File: src/load_pkg.sv
// Constants, encodings and types for the narrow load decode and execute block
package load_pkg;
	localparam logic [4:0] NAR_IMM_OP = 5'h11;
	localparam logic [6:0] NAR_REG_OP = 7'h2d;
	localparam logic [11:0] EXCL_OP = 12'he8d;
	localparam logic [11:0] WIMM_OP = 12'hf8b;
	localparam logic [11:0] WVAR_OP = 12'hf83;
	localparam logic [11:0] LIT_OP = 12'hf83;
	localparam logic [3:0] EXCL_B_SUB = 4'h4;
	localparam logic [3:0] EXCL_H_SUB = 4'h5;
	localparam logic [3:0] REG_SP = 4'hd;
	localparam logic [3:0] REG_PC = 4'hf;
	localparam logic [1:0] SIZE_BYTE = 2'h1;
	localparam logic [1:0] SIZE_HALF = 2'h2;
	localparam logic [31:0] PC_ALIGN_MASK = 32'hfffffffc;
	localparam logic [31:0] WORD_ZERO = 32'h0;
	// Instruction classes after decode
	typedef enum logic [2:0] {
		kind_none = 3'h0,
		kind_excl = 3'h1,
		kind_load = 3'h2,
		kind_literal = 3'h3,
		kind_hint = 3'h4,
		kind_undef = 3'h5,
		kind_unpriv = 3'h6
	} kind_t;
	// Execute sequence, Gray coded
	typedef enum logic [1:0] {
		st_idle = 2'b00,
		st_regs = 2'b01,
		st_access = 2'b11,
		st_write = 2'b10
	} state_t;
endpackage : load_pkg

File: src/decode_if.sv
// Decoded instruction fields passed from the field decoder to the core
`timescale 1ns/1ps
interface decode_if;
	logic [31:0] instr;
	logic wide;
	load_pkg::kind_t kind;
	logic [3:0] base;
	logic [3:0] target;
	logic [3:0] offs;
	logic [11:0] imm;
	logic [1:0] shift;
	logic [1:0] size;
	logic add;
	logic index;
	logic wback;
	logic use_reg;
	logic unpred;
	modport dec (input instr, input wide, output kind, output base, output target, output offs,
		output imm, output shift, output size, output add, output index, output wback,
		output use_reg, output unpred);
	modport core (output instr, output wide, input kind, input base, input target, input offs,
		input imm, input shift, input size, input add, input index, input wback,
		input use_reg, input unpred);
endinterface : decode_if

File: src/field_decoder.sv
// Combinational field decoder for the narrow load group
`timescale 1ns/1ps
module field_decoder (
	decode_if.dec d
);
	logic [15:0] h1;
	logic [15:0] h2;
	logic [15:0] hn;
	assign h1 = d.instr[31:16];
	assign h2 = d.instr[15:0];
	assign hn = d.instr[15:0];

	// Classify and extract fields
	always_comb begin
		d.kind = load_pkg::kind_none;
		d.base = h1[3:0];
		d.target = h2[15:12];
		d.offs = h2[3:0];
		d.imm = 12'h0;
		d.shift = 2'h0;
		d.size = load_pkg::SIZE_HALF;
		d.add = 1'b1;
		d.index = 1'b1;
		d.wback = 1'b0;
		d.use_reg = 1'b0;
		d.unpred = 1'b0;
		if (!d.wide) begin
			d.base = {1'b0, hn[5:3]};
			d.target = {1'b0, hn[2:0]};
			d.offs = {1'b0, hn[8:6]};
			if (hn[15:11] == load_pkg::NAR_IMM_OP) begin
				d.kind = load_pkg::kind_load;
				d.imm = {6'h0, hn[10:6], 1'b0};
			end else if (hn[15:9] == load_pkg::NAR_REG_OP) begin
				d.kind = load_pkg::kind_load;
				d.use_reg = 1'b1;
			end
		end else if (h1[15:4] == load_pkg::EXCL_OP
				&& (h2[7:4] == load_pkg::EXCL_B_SUB || h2[7:4] == load_pkg::EXCL_H_SUB)) begin
			d.kind = load_pkg::kind_excl;
			d.size = (h2[7:4] == load_pkg::EXCL_B_SUB) ? load_pkg::SIZE_BYTE : load_pkg::SIZE_HALF;
			d.unpred = (d.target == load_pkg::REG_SP) || (d.target == load_pkg::REG_PC)
				|| (d.base == load_pkg::REG_PC);
		end else if ((h1[15:4] == load_pkg::WIMM_OP || h1[15:4] == load_pkg::LIT_OP)
				&& h1[3:0] == load_pkg::REG_PC) begin
			d.kind = (d.target == load_pkg::REG_PC) ? load_pkg::kind_hint : load_pkg::kind_literal;
			d.add = h1[7];
			d.imm = h2[11:0];
		end else if (h1[15:4] == load_pkg::WIMM_OP) begin
			d.kind = (d.target == load_pkg::REG_PC) ? load_pkg::kind_hint : load_pkg::kind_load;
			d.imm = h2[11:0];
			d.unpred = (d.target == load_pkg::REG_SP);
		end else if (h1[15:4] == load_pkg::WVAR_OP && h2[11]) begin
			d.imm = {4'h0, h2[7:0]};
			d.index = h2[10];
			d.add = h2[9];
			d.wback = h2[8];
			if (d.target == load_pkg::REG_PC && h2[10:8] == 3'b100)
				d.kind = load_pkg::kind_hint;
			else if (h2[10:8] == 3'b110)
				d.kind = load_pkg::kind_unpriv;
			else if (!h2[10] && !h2[8])
				d.kind = load_pkg::kind_undef;
			else
				d.kind = load_pkg::kind_load;
			d.unpred = (d.target == load_pkg::REG_SP) || (d.target == load_pkg::REG_PC && h2[8])
				|| (h2[8] && d.base == d.target);
		end else if (h1[15:4] == load_pkg::WVAR_OP && h2[11:6] == 6'h0) begin
			d.kind = (d.target == load_pkg::REG_PC) ? load_pkg::kind_hint : load_pkg::kind_load;
			d.use_reg = 1'b1;
			d.shift = h2[5:4];
			d.unpred = (d.target == load_pkg::REG_SP) || (d.offs == load_pkg::REG_SP)
				|| (d.offs == load_pkg::REG_PC);
		end
	end
endmodule : field_decoder

File: src/halfword_byte_load_decode.sv
// Decode and execute of exclusive byte/halfword and halfword loads
`timescale 1ns/1ps
module halfword_byte_load_decode (
	input wire logic sys_clk,
	input wire logic rst_n,
	input wire logic instr_valid,
	input wire logic [31:0] instr,
	input wire logic instr_wide,
	input wire logic cond_pass,
	input wire logic [31:0] pc_value,
	output logic instr_ready,
	output logic [3:0] rf_raddr_a,
	output logic [3:0] rf_raddr_b,
	input wire logic [31:0] rf_rdata_a,
	input wire logic [31:0] rf_rdata_b,
	output logic mem_req,
	output logic [31:0] mem_addr,
	output logic [1:0] mem_size,
	output logic mem_excl,
	input wire logic mem_ack,
	input wire logic [15:0] mem_rdata,
	input wire logic mem_shareable,
	output logic mon_local_set,
	output logic mon_global_mark,
	output logic [31:0] mon_addr,
	output logic [1:0] mon_size,
	output logic rf_we_target,
	output logic [3:0] rf_waddr_target,
	output logic [31:0] rf_wdata_target,
	output logic rf_we_base,
	output logic [3:0] rf_waddr_base,
	output logic [31:0] rf_wdata_base,
	output logic done,
	output logic undef_trap,
	output logic unpred_flag,
	output logic unpriv_redirect,
	output logic not_handled
);
	decode_if dif ();
	assign dif.instr = instr;
	assign dif.wide = instr_wide;

	field_decoder u_dec (
		.d(dif.dec)
	);

	load_pkg::state_t state_q;
	logic ready_q;
	logic take;
	logic [3:0] base_q;
	logic [3:0] target_q;
	logic [11:0] imm_q;
	logic [1:0] shift_q;
	logic [1:0] size_q;
	logic add_q;
	logic index_q;
	logic wback_q;
	logic use_reg_q;
	logic excl_q;
	logic literal_q;
	logic [31:0] pc_q;
	logic [31:0] base_val;
	logic [31:0] off_val;
	logic [31:0] offset_addr;
	logic [31:0] access_addr;
	logic [31:0] wb_addr_q;
	logic [31:0] load_data;
	logic executes;
	logic mem_req_q;
	logic [31:0] mem_addr_q;
	logic mem_excl_q;
	logic mon_local_q;
	logic mon_global_q;
	logic rf_we_t_q;
	logic [31:0] rf_wd_t_q;
	logic rf_we_b_q;
	logic done_q;
	logic undef_q;
	logic unpred_q;
	logic unpriv_q;
	logic foreign_q;

	// Instruction taken when offered while idle
	assign take = instr_valid && ready_q;
	// Only real loads that pass the condition and are predictable go on to memory
	assign executes = cond_pass && !dif.unpred
		&& (dif.kind == load_pkg::kind_load || dif.kind == load_pkg::kind_excl
		|| dif.kind == load_pkg::kind_literal);

	// Address arithmetic from register data returned in st_regs
	assign base_val = literal_q ? (pc_q & load_pkg::PC_ALIGN_MASK) : rf_rdata_a;
	assign off_val = use_reg_q ? (rf_rdata_b << shift_q) : {20'h0, imm_q};
	assign offset_addr = add_q ? (base_val + off_val) : (base_val - off_val);
	assign access_addr = index_q ? offset_addr : base_val;
	// Zero extension of the returned byte or halfword
	assign load_data = (size_q == load_pkg::SIZE_BYTE) ? {24'h0, mem_rdata[7:0]} : {16'h0, mem_rdata};

	// Sequence state
	always_ff @(posedge sys_clk or negedge rst_n) begin
		if (!rst_n) begin
			state_q <= load_pkg::st_idle;
		end else begin
			unique case (state_q)
				load_pkg::st_idle: if (take && executes) state_q <= load_pkg::st_regs;
				load_pkg::st_regs: state_q <= load_pkg::st_access;
				load_pkg::st_access: if (mem_ack) state_q <= load_pkg::st_write;
				load_pkg::st_write: state_q <= load_pkg::st_idle;
			endcase
		end
	end

	// Ready only in idle, dropped the cycle after a load is taken
	always_ff @(posedge sys_clk or negedge rst_n) begin
		if (!rst_n) begin
			ready_q <= 1'b0;
		end else if (state_q == load_pkg::st_idle) begin
			ready_q <= !(take && executes);
		end else begin
			ready_q <= (state_q == load_pkg::st_write);
		end
	end

	// Latch decoded fields when a load is taken
	always_ff @(posedge sys_clk or negedge rst_n) begin
		if (!rst_n) begin
			base_q <= 4'h0;
			target_q <= 4'h0;
			imm_q <= 12'h0;
			shift_q <= 2'h0;
			size_q <= load_pkg::SIZE_HALF;
			add_q <= 1'b1;
			index_q <= 1'b1;
			wback_q <= 1'b0;
			use_reg_q <= 1'b0;
			excl_q <= 1'b0;
			literal_q <= 1'b0;
			pc_q <= load_pkg::WORD_ZERO;
		end else if (take && executes) begin
			base_q <= dif.base;
			target_q <= dif.target;
			imm_q <= dif.imm;
			shift_q <= dif.shift;
			size_q <= dif.size;
			add_q <= dif.add;
			index_q <= dif.index || (dif.kind == load_pkg::kind_excl);
			wback_q <= dif.wback && (dif.kind == load_pkg::kind_load);
			use_reg_q <= dif.use_reg;
			excl_q <= (dif.kind == load_pkg::kind_excl);
			literal_q <= (dif.kind == load_pkg::kind_literal);
			pc_q <= pc_value;
		end
	end

	// Register read addresses, held from the take onward
	always_ff @(posedge sys_clk or negedge rst_n) begin
		if (!rst_n) begin
			rf_raddr_a <= 4'h0;
			rf_raddr_b <= 4'h0;
		end else if (take && executes) begin
			rf_raddr_a <= dif.base;
			rf_raddr_b <= dif.offs;
		end
	end

	// Memory request; exclusive loads use the bare base with no offset
	always_ff @(posedge sys_clk or negedge rst_n) begin
		if (!rst_n) begin
			mem_req_q <= 1'b0;
			mem_addr_q <= load_pkg::WORD_ZERO;
			mem_excl_q <= 1'b0;
		end else if (state_q == load_pkg::st_regs) begin
			mem_req_q <= 1'b1;
			mem_addr_q <= excl_q ? base_val : access_addr;
			mem_excl_q <= excl_q;
		end else if (state_q == load_pkg::st_access && mem_ack) begin
			mem_req_q <= 1'b0;
			mem_excl_q <= 1'b0;
		end
	end

	// Write-back address kept for the base update after the access
	always_ff @(posedge sys_clk or negedge rst_n) begin
		if (!rst_n) begin
			wb_addr_q <= load_pkg::WORD_ZERO;
		end else if (state_q == load_pkg::st_regs) begin
			wb_addr_q <= offset_addr;
		end
	end

	// Exclusive monitor pulses on completion of the access
	always_ff @(posedge sys_clk or negedge rst_n) begin
		if (!rst_n) begin
			mon_local_q <= 1'b0;
			mon_global_q <= 1'b0;
		end else begin
			mon_local_q <= state_q == load_pkg::st_access && mem_ack && excl_q;
			mon_global_q <= state_q == load_pkg::st_access && mem_ack && excl_q && mem_shareable;
		end
	end

	// Monitor address and size, held after each exclusive access
	always_ff @(posedge sys_clk or negedge rst_n) begin
		if (!rst_n) begin
			mon_addr <= load_pkg::WORD_ZERO;
			mon_size <= load_pkg::SIZE_HALF;
		end else if (state_q == load_pkg::st_access && mem_ack && excl_q) begin
			mon_addr <= mem_addr_q;
			mon_size <= size_q;
		end
	end

	// Target register write of the zero-extended load data
	always_ff @(posedge sys_clk or negedge rst_n) begin
		if (!rst_n) begin
			rf_we_t_q <= 1'b0;
			rf_wd_t_q <= load_pkg::WORD_ZERO;
			rf_waddr_target <= 4'h0;
		end else begin
			rf_we_t_q <= 1'b0;
			if (state_q == load_pkg::st_access && mem_ack) begin
				rf_we_t_q <= 1'b1;
				rf_wd_t_q <= load_data;
				rf_waddr_target <= target_q;
			end
		end
	end

	// Base register write-back, same cycle as the target write
	always_ff @(posedge sys_clk or negedge rst_n) begin
		if (!rst_n) begin
			rf_we_b_q <= 1'b0;
			rf_wdata_base <= load_pkg::WORD_ZERO;
			rf_waddr_base <= 4'h0;
		end else begin
			rf_we_b_q <= 1'b0;
			if (state_q == load_pkg::st_access && mem_ack) begin
				rf_we_b_q <= wback_q;
				rf_wdata_base <= wb_addr_q;
				rf_waddr_base <= base_q;
			end
		end
	end

	// Completion pulse, for loads and for instructions with no effect
	always_ff @(posedge sys_clk or negedge rst_n) begin
		if (!rst_n) begin
			done_q <= 1'b0;
		end else begin
			done_q <= (state_q == load_pkg::st_access && mem_ack) || (take && !executes);
		end
	end

	// Undefined encoding pulse
	always_ff @(posedge sys_clk or negedge rst_n) begin
		if (!rst_n) begin
			undef_q <= 1'b0;
		end else begin
			undef_q <= take && cond_pass && (dif.kind == load_pkg::kind_undef);
		end
	end

	// Unpredictable register choice pulse
	always_ff @(posedge sys_clk or negedge rst_n) begin
		if (!rst_n) begin
			unpred_q <= 1'b0;
		end else begin
			unpred_q <= take && cond_pass && dif.unpred;
		end
	end

	// Redirect pulse for the unprivileged form
	always_ff @(posedge sys_clk or negedge rst_n) begin
		if (!rst_n) begin
			unpriv_q <= 1'b0;
		end else begin
			unpriv_q <= take && (dif.kind == load_pkg::kind_unpriv);
		end
	end

	// Pulse for instructions outside this group
	always_ff @(posedge sys_clk or negedge rst_n) begin
		if (!rst_n) begin
			foreign_q <= 1'b0;
		end else begin
			foreign_q <= take && (dif.kind == load_pkg::kind_none);
		end
	end

	// Outputs
	assign instr_ready = ready_q;
	assign mem_req = mem_req_q;
	assign mem_addr = mem_addr_q;
	assign mem_size = size_q;
	assign mem_excl = mem_excl_q;
	assign mon_local_set = mon_local_q;
	assign mon_global_mark = mon_global_q;
	assign rf_we_target = rf_we_t_q;
	assign rf_wdata_target = rf_wd_t_q;
	assign rf_we_base = rf_we_b_q;
	assign done = done_q;
	assign undef_trap = undef_q;
	assign unpred_flag = unpred_q;
	assign unpriv_redirect = unpriv_q;
	assign not_handled = foreign_q;
endmodule : halfword_byte_load_decode

File: config.mk
export PLATFORM = sky130hd
export DESIGN_NAME = halfword_byte_load_decode
export DESIGN_NICKNAME = d
export VERILOG_FILES = /design/src/load_pkg.sv /design/src/decode_if.sv /design/src/field_decoder.sv /design/src/halfword_byte_load_decode.sv
export SDC_FILE = /design/constraint.sdc
export NUM_CORES = 1
export LEC_CHECK = 0
export BUFFER_PORTS_ARGS = -buffer_cell sky130_fd_sc_hd__buf_4
export CAP_MARGIN = 20
export CORE_UTILIZATION = 50
export DETAILED_ROUTE_END_ITERATION = 8
export PLACE_DENSITY = 0.78
export SETUP_SLACK_MARGIN = 0.2
export SLEW_MARGIN = 40
export SYNTH_ARGS = -nofsm -noshare
export SYNTH_HDL_FRONTEND = slang
export SYNTH_HIERARCHICAL = 1
export SYNTH_SLANG_ARGS = --single-unit
export TNS_END_PERCENT = 5
File: constraint.sdc
create_clock -name sys_clk -period 4.05 [get_ports sys_clk]
set_input_delay 1.0125 -clock sys_clk [delete_from_list [all_inputs] [get_ports sys_clk]]
set_output_delay 1.0125 -clock sys_clk [all_outputs]
set_load 0.05 [all_outputs]
==> results by stage, run 1 <==
Yosys:
- Synthesis instantiated 94 different standard cells from the library.
- dfrtp_1 takes more of the synthesized area than any other cell.
- Ranked by total cell area, the synthesized netlist is headed by dfrtp_1 (42%), mux2_2 (11%), nand2_1 (7.7%).
- The most used flip-flop cell after synthesis is dfrtp_1.
- A synthesized cell averages 9.545 sq um.
- Summing the areas of all compound-gate instances in the mapped netlist gives 15.49% of the synthesized area.
- The post-synthesis instance area is 13640 sq um.
- The Yosys step of the flow raised 6 warnings.
- The combinational family with the most area after synthesis is simple AND/OR/NAND/NOR gates.
- After Yosys synthesis, and, or, nand and nor cells account for 16.61% of the synthesized area.
- The portion of netlist area occupied by mux cells is 13.36%.
- Yosys mapped a number of flops with a built-in enable equal to 0.
- After synthesis the netlist holds a flip-flop and latch count of 232.
- The fraction of post-synthesis cell area in the top cell type by area is 41.83%.
- The synthesized instance count is 1429.
- Of the synthesized area, sequential elements account for 42.60%.
- In the synthesized netlist the async set-or-reset flop fraction comes to 100.0%.
- Summing the areas of all xor and xnor instances in the mapped netlist gives 4.174% of the synthesized area.
- Summing the areas of all fa, ha and maj instances in the mapped netlist gives 3.541% of the synthesized area.

STA:
- Setup violations remaining at the end of the flow were counted as 28.
- The count of endpoints failing hold in the final timing report came to 0.
- The actual slew at the worst max-slew pin is 0.7561 ns.
- The final count of pins violating max slew is 0.
- Across all setup checks in the final design, the least slack found is -0.2698 ns.
- The final-layout worst hold slack is 0.4473 ns.
- The worst pin sits at a relative slew slack of 49.36%.
- Setup repair after global routing could not meet its margin everywhere.
- The share of the clock period used by the worst path after layout is 106.7%.
- The highest clock rate is 231.5 MHz.
- The shortest period the worst path allows is 4.320 ns.
- The setup clock skew after layout is 0.007054 ns.
- Summed over all failing endpoints, the final setup total negative slack is -4.196 ns.

Critical path:
- The critical path is of the flip-flop to flip-flop type.
- The source of the worst register-to-register timing path is shift_q[0].
- The arrival time of data at the critical path endpoint is 4.74 ns.
- For the worst setup path, the data required time is 4.47 ns.
- The number of cells on the critical path is 20.
- The largest individual stage delay along the critical path comes from the cell dfrtp_2.
- On the worst path, the slowest cell contributes a delay of 0.44 ns.
- The most critical setup path has its startpoint at shift_q[0].
- Grouping stages by cell kind, the critical path spends the most delay in compound AO/OA/AOI/OAI gates.
- Among the stages of the critical path, the cell type that occurs most often is o21ai_2.
- Following the worst setup path forward leads to its endpoint at mem_addr[24].
- Traced cell by cell, the critical path runs through buf_6, mux2i_4, mux2i_2, a211oi_2, o21ai_2, or2_4, nor4_4, buf_4, nor2_1, a31oi_1, o32ai_2, ha_1, or3_1, o21ai_2, a211o_1, nand4_1, a41oi_2, xor2_1, o211ai_1, o21a_1.
- The critical path contains buffers and inverters numbering 2 combined.
- The highest fanout seen on the critical path is 5.
- For the worst flop-to-flop path, the logic depth is 20.
- The launching element type of the critical path is a flip-flop.
- The register-to-register setup slack is -0.27 ns.
- The endpoint of the worst-slack reg-to-reg timing path is mem_addr[24].
- The sort of element at the end of the critical path is a flip-flop.

Run:
- Max-cap violations in this run came to 0.

Clock tree:
- The H-tree level count is 1.
- Counting the buffers created by CTS gives 26.
- TritonCTS built the clock tree.
- The CTS root buffer is clkbuf_16.
- Clock-pin slew was measured on the worst setup and hold paths at 0.06 ns.
- After clock tree synthesis, the flow added hold-fix buffers numbering 0.
- Clock latency on the worst-skew pair, taken at its later pin, is 0.54 ns.
- Counting every sink on the clock net gives 232.
- The maximum count of clock buffers along a single path is 3.

Global route:
- The sum of overflow across all layers after global routing is 0.
- The initial antenna violation count is 0.
- The first-pass GRT wire length is 64900 um.
- Entering global routing, the biggest net connects 93 pins.
- The number of global-route vias before repair is 12.22k.
- The all-layer global routing usage is 28.85%.

Die:
- Measured along the y axis, the die boundary spans 167.2 um.
- Once the floorplan was initialized, standard cells occupied 50.75% of the core.
- In this run the count of I/O pins placed on the die edge is 311.
- The die covers 27940 sq um.
- The area of the placeable core is 26880 sq um.
- The floorplan step set the die width to 167.2 um.
- The standard-cell row count is 60.

Placement:
- The count of buffers added on input and output ports is 292.
- The global placement routability congestion is 0.9313.
- The placement-stage worst setup slack is -0.8926 ns.
- The wire-length estimate of the detail-placed layout is 31070 um.

Power and ir drop:
- The power density relative to cell area is 611.8 nW/um^2.
- For this design the static power due to leakage is 0.009807 uW.
- VDD sags by at most 377.1 uV.

Layout:
- Leaving out fill and tap cells, the most frequent cells in the layout are buf_4 (516), nand2_1 (277), dfrtp_1 (225).
- The repair_antennas step left the layout with diodes totalling 0.
- The final core utilization is 70.48%.
- Counting the fill cells in the layout gives 2041.
- After the last flow step, the layout net total stands at 2094.
- The area growth from synthesis to final layout is 38.89%.
- Of the cells placed in the final design, the portion with a size suffix greater than 1 is 42.13%.
- The library cell used most frequently in the layout, excluding fill and tap cells, is buf_4.

Drt:
- In the routed layout, each cell is associated on average with a via count of 5.535.
- The length of the first detailed-routing pass in iterations is 5.
- The post-detailed-routing wire length is 41360 um.
- The starting DRC count in detailed routing is 924.
- The total via count in the routed design is 12.54k.
- The number of DRC violations after detailed routing is 0.
- The detail route stage leaves a number of antenna-violating nets equal to 0.
- The wire length per cell is 18.25 um.

Outcome:
- The final reports fail on setup timing.
- The flow ran to the end, but the final reports show violations.

Min path:
- The type of the worst min-delay path is input port to asynchronous set/reset pin.
layer usage:
layer  track usage, %  wire (um)  vias to the layer above
met5                0          0                        -
met4            8.217       1166                        0
met3            3.025       2170                       77
met2            46.06      19120                      446
met1            41.74      18900                     6061
li1                 -          -                     5958
worst min-delay path by stage:
| stage | depth (start not counted) | to | slack (ns) | from |
|---|---|---|---|---|
| detailed placement | 2 | rf_wdata_base[18] | 0.45 | wb_addr_q[18] |
| global placement | 2 | rf_waddr_target[3] | 0.45 | target_q[3] |
| finish | 1 | mon_local_set | 0.45 | rst_n |
| global route | 2 | rf_wdata_base[25] | 0.49 | wb_addr_q[25] |
| floorplan | 2 | rf_waddr_target[0] | 0.43 | target_q[0] |
| CTS | 2 | rf_wdata_target[13] | 0.47 | rf_wdata_target[13] |
synth_stat cells, types with 21 or more instances:
cell / n
clkbuf_1: 57
xnor2_1: 46
a21oi_1: 79
a211oi_1: 22
nand3_1: 25
inv_1: 25
nor2_1: 71
dfrtp_1: 228
a21o_1: 39
mux2_2: 135
mux2i_1: 21
o21ai_0: 56
ha_1: 37
nor3_1: 26
nand2_1: 279
area by class of cell:
cell class	instances	area, sq um	share of cell area (%)
clock buffers	38	745.7	3.937
flip-flops and latches	232	5814	30.69
multi-input cells	1091	7720	40.75
repair buffers	528	4039	21.32
well taps	341	426.7	2.252
clock inverters	10	100.1	0.5284
inverters	26	97.59	0.5152
power breakdown:
part	internal (uW)	total, uW	switching (uW)
sequential	2810	3190	381
clock	1350	2310	961
combinational	2630	6090	3460
total	6790	11600	4800
sequential cells by signal (all words and copies together), names as in the netlist, 4 cells and up:
| signal | cells |
|---|---|
| rf_raddr_a | 4 |
| imm_q | 12 |
| target_q | 4 |
| mem_addr | 32 |
| rf_raddr_b | 4 |
| mon_addr | 32 |
| rf_waddr_target | 4 |
| pc_q | 30 |
| rf_waddr_base | 4 |
| rf_wdata_target | 16 |
| wb_addr_q | 32 |
| rf_wdata_base | 32 |
repair_timing:
action                     in CTS  in global routing
pin swaps                      37                 36
resized for setup              54                 31
gates cloned                    0                  0
setup buffers                  17                  8
setup endpoints to repair      38                 44
kinds of logic (layout without fill, tap and decap cells):
family                   after synthesis  in the layout
AND/OR/NAND/NOR                      498            498
adder cells (fa/ha/maj)               38             38
multiplexers                         162            162
flip-flops                           232            232
XOR/XNOR                              65             65
other                                  1             16
AO/OA/AOI/OAI                        312            312
buffers and inverters                121            602
metrics by stage:
stage	instance area (sq um)	total power, uW	instances
6_report	18940	11590	2266
5_1_grt	18940	12170	2266
4_1_cts	18750	11380	2258
3_5_place_dp	17520	8733	2193
3_3_place_gp	17520	8604	2193
2_1_floorplan	13730	6469	1444
No activity file was read; power rests on OpenSTA's default activity.
==> inputs of run 2 (changes only) <==
clock period = 3.9 ns   (was 4.05 ns; I/O delays follow)
==> run 2 against run 1 <==
Compared with the run above: the run still ends with setup timing left; cell count unchanged; die area unchanged; first-iteration DRC count up 26%; critical path type is now input port to flip-flop; largest power group unchanged; clock power up 3%; combinational power up 3%; critical path depth down 1; utilization about the same; total power up 3.2%; highest routed layer is now met5; global-route usage about the same; sequential cell count unchanged.
==> results by stage, run 2 (synthesized netlist as in run 1, its figures left out) <==
Power and ir drop:
- The overall power after layout is 11970 uW (+3.2%).
- The maximum vdd drop came to 394.9 uV (+4.7%).
- The power density relative to cell area is 632.1 nW/um^2 (+3.3%).
- The leakage component of the power came to 0.009808 uW (about the same).

Die:
- The width of the die was 167.2 um (unchanged).
- The area of the placeable core is 26880 sq um (unchanged).
- The die area was 27940 sq um (unchanged).
- The standard-cell row count is 60 (unchanged).
- The effective utilization at floorplan is 50.75% (unchanged).
- The I/O pin total was 311 (unchanged).
- The floorplan die height was 167.2 um (unchanged).

Clock tree:
- The hold buffer count at CTS is 0 (unchanged).
- The CTS root buffer is clkbuf_16.
- The clock latency on the worst-skew pair came to 0.53 ns (about the same).
- The maximum count of clock buffers along a single path came to 3 (unchanged).
- The clock sink count is 232 (unchanged).
- The H-tree level count is 1 (unchanged).
- The number of buffers added by the clock tree synthesis step was 25 (-3.8%).
- The clock slew at the register clock pins of the worst setup and hold paths is 0.06 ns (about the same).
- TritonCTS built the clock tree.

STA:
- The sum of negative setup slack came to -12.16 ns (-7.960 ns).
- The worst-case setup margin in the final layout is -0.5292 ns (-0.2595 ns).
- The count of endpoints failing hold in the final timing report is 0 (unchanged).
- The share of the clock period used by the worst path after layout is 113.6%.
- The shortest period the worst path allows is 4.429 ns.
- The actual slew at the worst max-slew pin was 0.7113 ns (-0.04485 ns).
- Setup repair after global routing could not meet its margin everywhere.
- The relative slew slack was 51.23% (+1.9 points).
- The setup clock skew after layout was 0.01357 ns (+0.006511 ns).
- The highest clock rate is 225.8 MHz.
- The total of endpoints with negative setup slack in the final report came to 37 (+32%).
- The final count of pins violating max slew is 0 (unchanged).

Global route:
- The sum of overflow across all layers after global routing is 0 (unchanged).
- The number of global-route vias before repair came to 12.27k (+0.41%).
- The first-pass GRT wire length was 64830 um (-0.12%).
- The initial antenna violation count came to 2 (+2).
- The pin count of the biggest net entering global routing is 79 (-15%).
- The all-layer global routing usage is 28.86% (about the same).

Run:
- The reported max-cap violation count was 0 (unchanged).

Placement:
- The post-detailed-placement half-perimeter wirelength is 31230 um (+0.49%).
- The placement-stage worst setup slack is -0.9079 ns (-0.01529 ns).
- The global placement routability congestion is 0.9308 (about the same).
- The count of buffers inserted at the top-level ports is 292 (unchanged).
- The instance area at placement is 17650 sq um (+0.77%).

Critical path:
- The number of cells on the worst reg-to-reg path is 20 (unchanged).
- Traced cell by cell, the critical path runs through buf_4, mux2i_1, a22oi_2, a211oi_2, o21ai_2, or2_4, nor4_4, nor2_1, xnor2_1, ha_1, a21oi_2, o21ai_1, a21o_1, a211o_2, a31oi_4, o21ai_4, a211oi_2, xor2_1, o21ai_1.
- The biggest cell delay along the critical path came to 0.36 ns (-0.08 ns).
- The slowest library cell on the worst path is nor4_4.
- The source of the worst register-to-register timing path is shift_q[0].
- The required time at the endpoint of the critical path is 4.28 ns (-0.19 ns).
- The highest fanout seen on the critical path came to 5 (unchanged).
- STA classifies the critical path endpoint as a flip-flop.
- The arrival time of data at the critical path endpoint is 4.81 ns (+0.07 ns).
- The launching element type of the critical path is an input port.
- The classification of the worst setup path is input port to flip-flop.
- In this run the critical register-to-register path is captured at wb_addr_q[28].
- The register-to-register setup slack is -0.52 ns (-0.25 ns).

Layout:
- The final net count is 2094 (unchanged).
- The final non-filler cell area is 18930 sq um (about the same).
- In the layout the commonest cells are buf_4 (520), nand2_1 (278), dfrtp_1 (227).
- The number of fill cells in the layout came to 2030 (-0.54%).
- The area growth from synthesis to final layout is 38.80% (about the same).
- The library cell used most frequently in the layout, excluding fill and tap cells, is buf_4.
- The fraction of final layout cells with drive strength greater than 1 came to 42.17% (+0.044 points).

Drt:
- The starting DRC count in detailed routing came to 1160 (+26%).
- The length of the first detailed-routing pass in iterations is 5 (unchanged).
- The number of DRC violations after detailed routing is 0 (unchanged).
- The post-detailed-routing wire length is 41400 um (about the same).
- The number of routed nets with antenna violations was 0 (unchanged).
- The wire length per cell came to 18.27 um (about the same).
- The total via count in the routed design was 12.57k (+0.22%).
- The detail-routed via count per cell is 5.547 (+0.22%).

Outcome:
- The checks that failed: setup timing.
- The run finished, with violations left.

Min path:
- The type of the worst min-delay path is input port to asynchronous set/reset pin.
==> run 2: stage by stage <==
| stage | utilization (%) | instances | hold WS [ns] |
|---|---|---|---|
| 2_1_floorplan | - | 1444 | 0.4348 |
| 3_3_place_gp | 65.68 | 2206 | 0.4490 |
| 3_5_place_dp | 65.68 | 2206 | 0.4517 |
| 4_1_cts | 69.37 | 2254 | 0.4324 |
| 5_1_grt | 70.44 | 2266 | 0.4547 |
| 6_report | 70.44 | 2266 | 0.4234 |
==> run 2: per-layer routing <==
layer | up-vias | global-route usage, % | part of all wire (%)
li1 | 5940 | - | -
met1 | 6108 | 42.46 | 46
met2 | 432 | 44.21 | 45
met3 | 88 | 3.120 | 5.5
met4 | 2 | 10.29 | 3.3
met5 | - | 0 | 0.092
==> run 2: how the worst max path moves through the flow <==
stage                     slack (ns)  cells after the start       endpoint          start
after floorplan                -0.39                     17  wb_addr_q[29]  rf_rdata_b[0]
after global placement         -0.80                     18  wb_addr_q[29]  rf_rdata_b[0]
after detailed placement       -0.91                     18   mem_addr[24]  rf_rdata_b[0]
after CTS                      -0.38                     18  wb_addr_q[29]     shift_q[0]
after global routing           -0.76                     20  wb_addr_q[29]     shift_q[0]
final                          -0.53                     19  wb_addr_q[29]  rf_rdata_b[1]
==> run 2: layout make-up <==
cell class              count  area, sq um  area share [%]
multi-input cells        1091         7702           40.68
flip-flops and latches    232         5812           30.70
repair buffers            529         4065           21.47
clock buffers              36        737.0           3.893
well taps                 341        426.7           2.254
inverters                  26        97.59          0.5155
clock inverters             9        86.33          0.4560
diodes                      2        5.005         0.02644
==> run 2: power by group <==
group | internal [uW] | switching, uW | total [uW]
Combinational | 2690 | 3580 | 6270
Clock | 1380 | 989 | 2370
Sequential | 2920 | 401 | 3320
Total | 6990 | 4970 | 12000
==> run 2: repair_timing <==
item / 4_1_cts / 5_1_grt
endpoints found under the setup margin: 45 / 48
pin swaps: 14 / 40
gates resized for setup: 29 / 45
setup buffers: 3 / 10
==> run 2: critical path, delay by kind of cell <==
family / cells / cell delay, ns
fa+ha+maj: 1 / 0.29
mux: 1 / 0.27
compound gates: 11 / 2.01
simple gates: 3 / 0.74
buf+inv: 1 / 0.13
xor+xnor: 2 / 0.40
==> inputs of run 3 (changes only) <==
CORE_ASPECT_RATIO = 0.7   (was not set)
==> run 3 against run 2 <==
Compared with the run above: wire length increased by 2.2%; cell count grew 1.2%; clock power is 6% higher; via count down 0.84%; highest routed layer is now met4; the flow still finishes with violations (setup timing); combinational power grew 1%; hold slack improved by 0.043 ns; sequential share of layout area is 0.25 points lower; non-clock buffer count is 7 higher.
==> results by stage, run 3 (synthesized netlist as in run 1, its figures left out) <==
Power and ir drop:
- The leakage component of the power was 0.009869 uW (+0.62%).
- The combinational cell fraction of total power came to 52.0% (-0.4 points).
- The net switching power figure was 5058 uW (+1.7%).
- The power density relative to cell area is 640.2 nW/um^2 (+1.3%).
- The overall power after layout is 12230 uW (+2.2%).
- The clock share of power was 20.7% (+0.9 points).
- The maximum vdd drop is 300.3 uV (-24%).
- The internal power of the cells is 7167 uW (+2.5%).
- The switching fraction of total power is 41.37% (-0.19 points).
- The sequential group share of total power came to 27.4% (-0.3 points).

STA:
- The total of endpoints with negative setup slack in the final report came to 31 (-16%).
- The shortest period the worst path allows was 4.317 ns (-0.1118 ns).
- The share of the clock period used by the worst path after layout is 110.7% (-2.9 points).
- The setup clock skew after layout is 0.009814 ns (-0.003751 ns).
- The actual slew at the worst max-slew pin is 0.7745 ns (+0.06319 ns).
- Setup repair after global routing could not meet its margin everywhere.
- The highest clock rate is 231.6 MHz (+2.6%).
- The final count of pins violating max slew came to 0 (unchanged).
- The worst-case setup margin in the final layout was -0.4174 ns (+0.1118 ns).
- The relative slew slack is 48.14% (-3.1 points).
- The count of endpoints failing hold in the final timing report is 0 (unchanged).

Die:
- The area of the placeable core was 26780 sq um (-0.37%).
- The standard-cell row count is 50 (-17%).
- The die area is 27950 sq um (about the same).
- The width of the die is 199.4 um (+19%).
- The effective utilization at floorplan is 50.94% (+0.19 points).
- The I/O pin total is 311 (unchanged).
- The floorplan die height came to 140.2 um (-16%).

Drt:
- The detail-routed via count per cell came to 5.436 (-2.0%).
- The post-detailed-routing wire length is 42320 um (+2.2%).
- The number of routed nets with antenna violations was 0 (unchanged).
- The total via count in the routed design is 12.46k (-0.84%).
- The length of the first detailed-routing pass in iterations came to 5 (unchanged).
- The starting DRC count in detailed routing was 919 (-21%).
- The wire length per cell is 18.45 um (+1.0%).
- The number of DRC violations after detailed routing is 0 (unchanged).

Layout:
- The final net count is 2100 (+0.29%).
- The library cells used most frequently in the layout, excluding fill and tap cells, are buf_4 (525), nand2_1 (278), dfrtp_1 (226).
- The final non-filler cell area came to 19090 sq um (+0.86%).
- The area growth from synthesis to final layout is 40.00%.
- The number of antenna cells inserted is 0 (-2).
- The library cell used most frequently in the layout, excluding fill and tap cells, is buf_4.
- The fraction of final layout cells with drive strength greater than 1 is 42.30% (+0.13 points).
- The final core utilization came to 71.31% (+0.87 points).

Clock tree:
- The maximum count of clock buffers along a single path is 3 (unchanged).
- The number of buffers added by the clock tree synthesis step is 24 (-4.0%).
- The clock sink count is 232 (unchanged).
- The CTS root buffer is clkbuf_16.
- The hold buffer count at CTS is 0 (unchanged).
- The clock latency on the worst-skew pair was 0.53 ns (about the same).
- TritonCTS built the clock tree.
- The clock slew at the register clock pins of the worst setup and hold paths is 0.06 ns (about the same).
- The H-tree level count was 1 (unchanged).

Critical path:
- The source of the worst register-to-register timing path is shift_q[0].
- The required time at the endpoint of the critical path is 4.32 ns (+0.04 ns).
- The number of cells on the worst reg-to-reg path came to 22 (+10%).
- The sort of element at the end of the critical path is a flip-flop.
- The arrival time of data at the critical path endpoint came to 4.74 ns (-0.07 ns).
- The launching element type of the critical path is a flip-flop.
- The endpoint identified for the worst register-to-register timing path is mem_addr[17].
- The highest fanout seen on the critical path is 6 (+1).
- The register-to-register setup slack is -0.42 ns (+0.10 ns).
- The classification of the worst setup path is flip-flop to flip-flop.

Run:
- The reported max-cap violation count is 0 (unchanged).

Placement:
- The global placement routability congestion came to 0.9379 (+0.76%).
- The count of buffers inserted at the top-level ports is 292 (unchanged).
- The post-detailed-placement half-perimeter wirelength is 33040 um (+5.8%).
- The instance area at placement is 17780 sq um (+0.73%).

Global route:
- The initial antenna violation count is 0 (-2).
- The sum of overflow across all layers after global routing is 0 (unchanged).
- The all-layer global routing usage is 30.24% (+1.4 points).
- The pin count of the biggest net entering global routing was 94 (+19%).
- The number of global-route vias before repair came to 11.83k (-3.6%).
- The first-pass GRT wire length is 65830 um (+1.5%).

Outcome:
- The checks that failed: setup timing.
- The run finished, with violations left.

Min path:
- The worst hold path belongs to the class input port to asynchronous set/reset pin.
run 3: cell types whose count changed in the layout (fill, tap and decap cells not counted), sizes merged:
cell	previous run	this run
clkbuf	36	27
clkinvlp	2	3
bufinv	1	5
buf	529	536
diode	2	0
inv	29	27
clkinv	3	8
run 3: final cells by class:
type | instances | area [sq um]
Clock buffer | 27 | 641.9
Sequential cell | 232 | 5813
Clock inverter | 17 | 239.0
Timing Repair Buffer | 536 | 4148
Fill cell | 2054 | 7681
Tap cell | 364 | 455.4
Inverter | 26 | 97.59
Multi-Input combinational cell | 1091 | 7700
run 3: worst max path at each step:
stage,start,endpoint,slack [ns]
final,shift_q[0],mem_addr[17],-0.42
after CTS,shift_q[0],wb_addr_q[29],-0.42
after global placement,rf_rdata_b[2],mem_addr[26],-0.89
after global routing,shift_q[0],mem_addr[31],-0.66
after detailed placement,rf_rdata_b[0],mem_addr[26],-1.0
after floorplan,rf_rdata_b[0],wb_addr_q[29],-0.39
run 3: timing repair:
item                                    in CTS  in global routing
endpoints found under the setup margin      44                 50
buffers inserted                             6                  2
resized for setup                           35                 34
pin swaps                                   28                 14
gates cloned                                 0                  0
run 3: routing by layer:
metal / track usage [%] / up-vias / wire length [um] / share of wire, %
met5: 0 / - / 0 / 0
met1: 49.37 / 5995 / 20900 / 49
met4: 5.585 / 0 / 717 / 1.7
met2: 41.78 / 444 / 17480 / 41
met3: 4.695 / 49 / 3220 / 7.6
li1: - / 5976 / - / -
run 3: critical path, stage by stage, from the launching register on:
cell and delay (ns):
dfrtp_2 0.42, buf_12 0.15, buf_4 0.14, mux2i_4 0.19, o22ai_2 0.13, a21oi_2 0.15, o21ai_1 0.11, or2_4 0.26
nor4_4 0.23, buf_4 0.17, nor2_1 0.03, a31oi_1 0.19, o32ai_2 0.15, ha_1 0.32, nand4_1 0.17, nor3_2 0.05
a211o_2 0.36, a31oi_4 0.28, buf_4 0.16, buf_4 0.10, xor2_2 0.19, a211oi_1 0.10, a21o_1 0.15
run 3: through the flow:
step	setup TNS, ns	instances	hold slack (ns)	setup slack [ns]
2_1_floorplan	-6.948	1444	0.4348	-0.3862
3_3_place_gp	-30.54	2240	0.4485	-0.8854
3_5_place_dp	-34.71	2240	0.4517	-0.9958
4_1_cts	-8.771	2290	0.4685	-0.4226
5_1_grt	-16.68	2293	0.4911	-0.6565
6_report	-8.921	2293	0.4666	-0.4174
run 3: power by group through the flow:
stage / logic, uW / registers (uW) / clock network (uW)
2_1_floorplan: 2490 / 4230 / 0
3_3_place_gp: 5830 / 3350 / 0
3_5_place_dp: 5930 / 3370 / 0
4_1_cts: 6150 / 3330 / 2570
5_1_grt: 6780 / 3400 / 2670
6_report: 6360 / 3340 / 2520
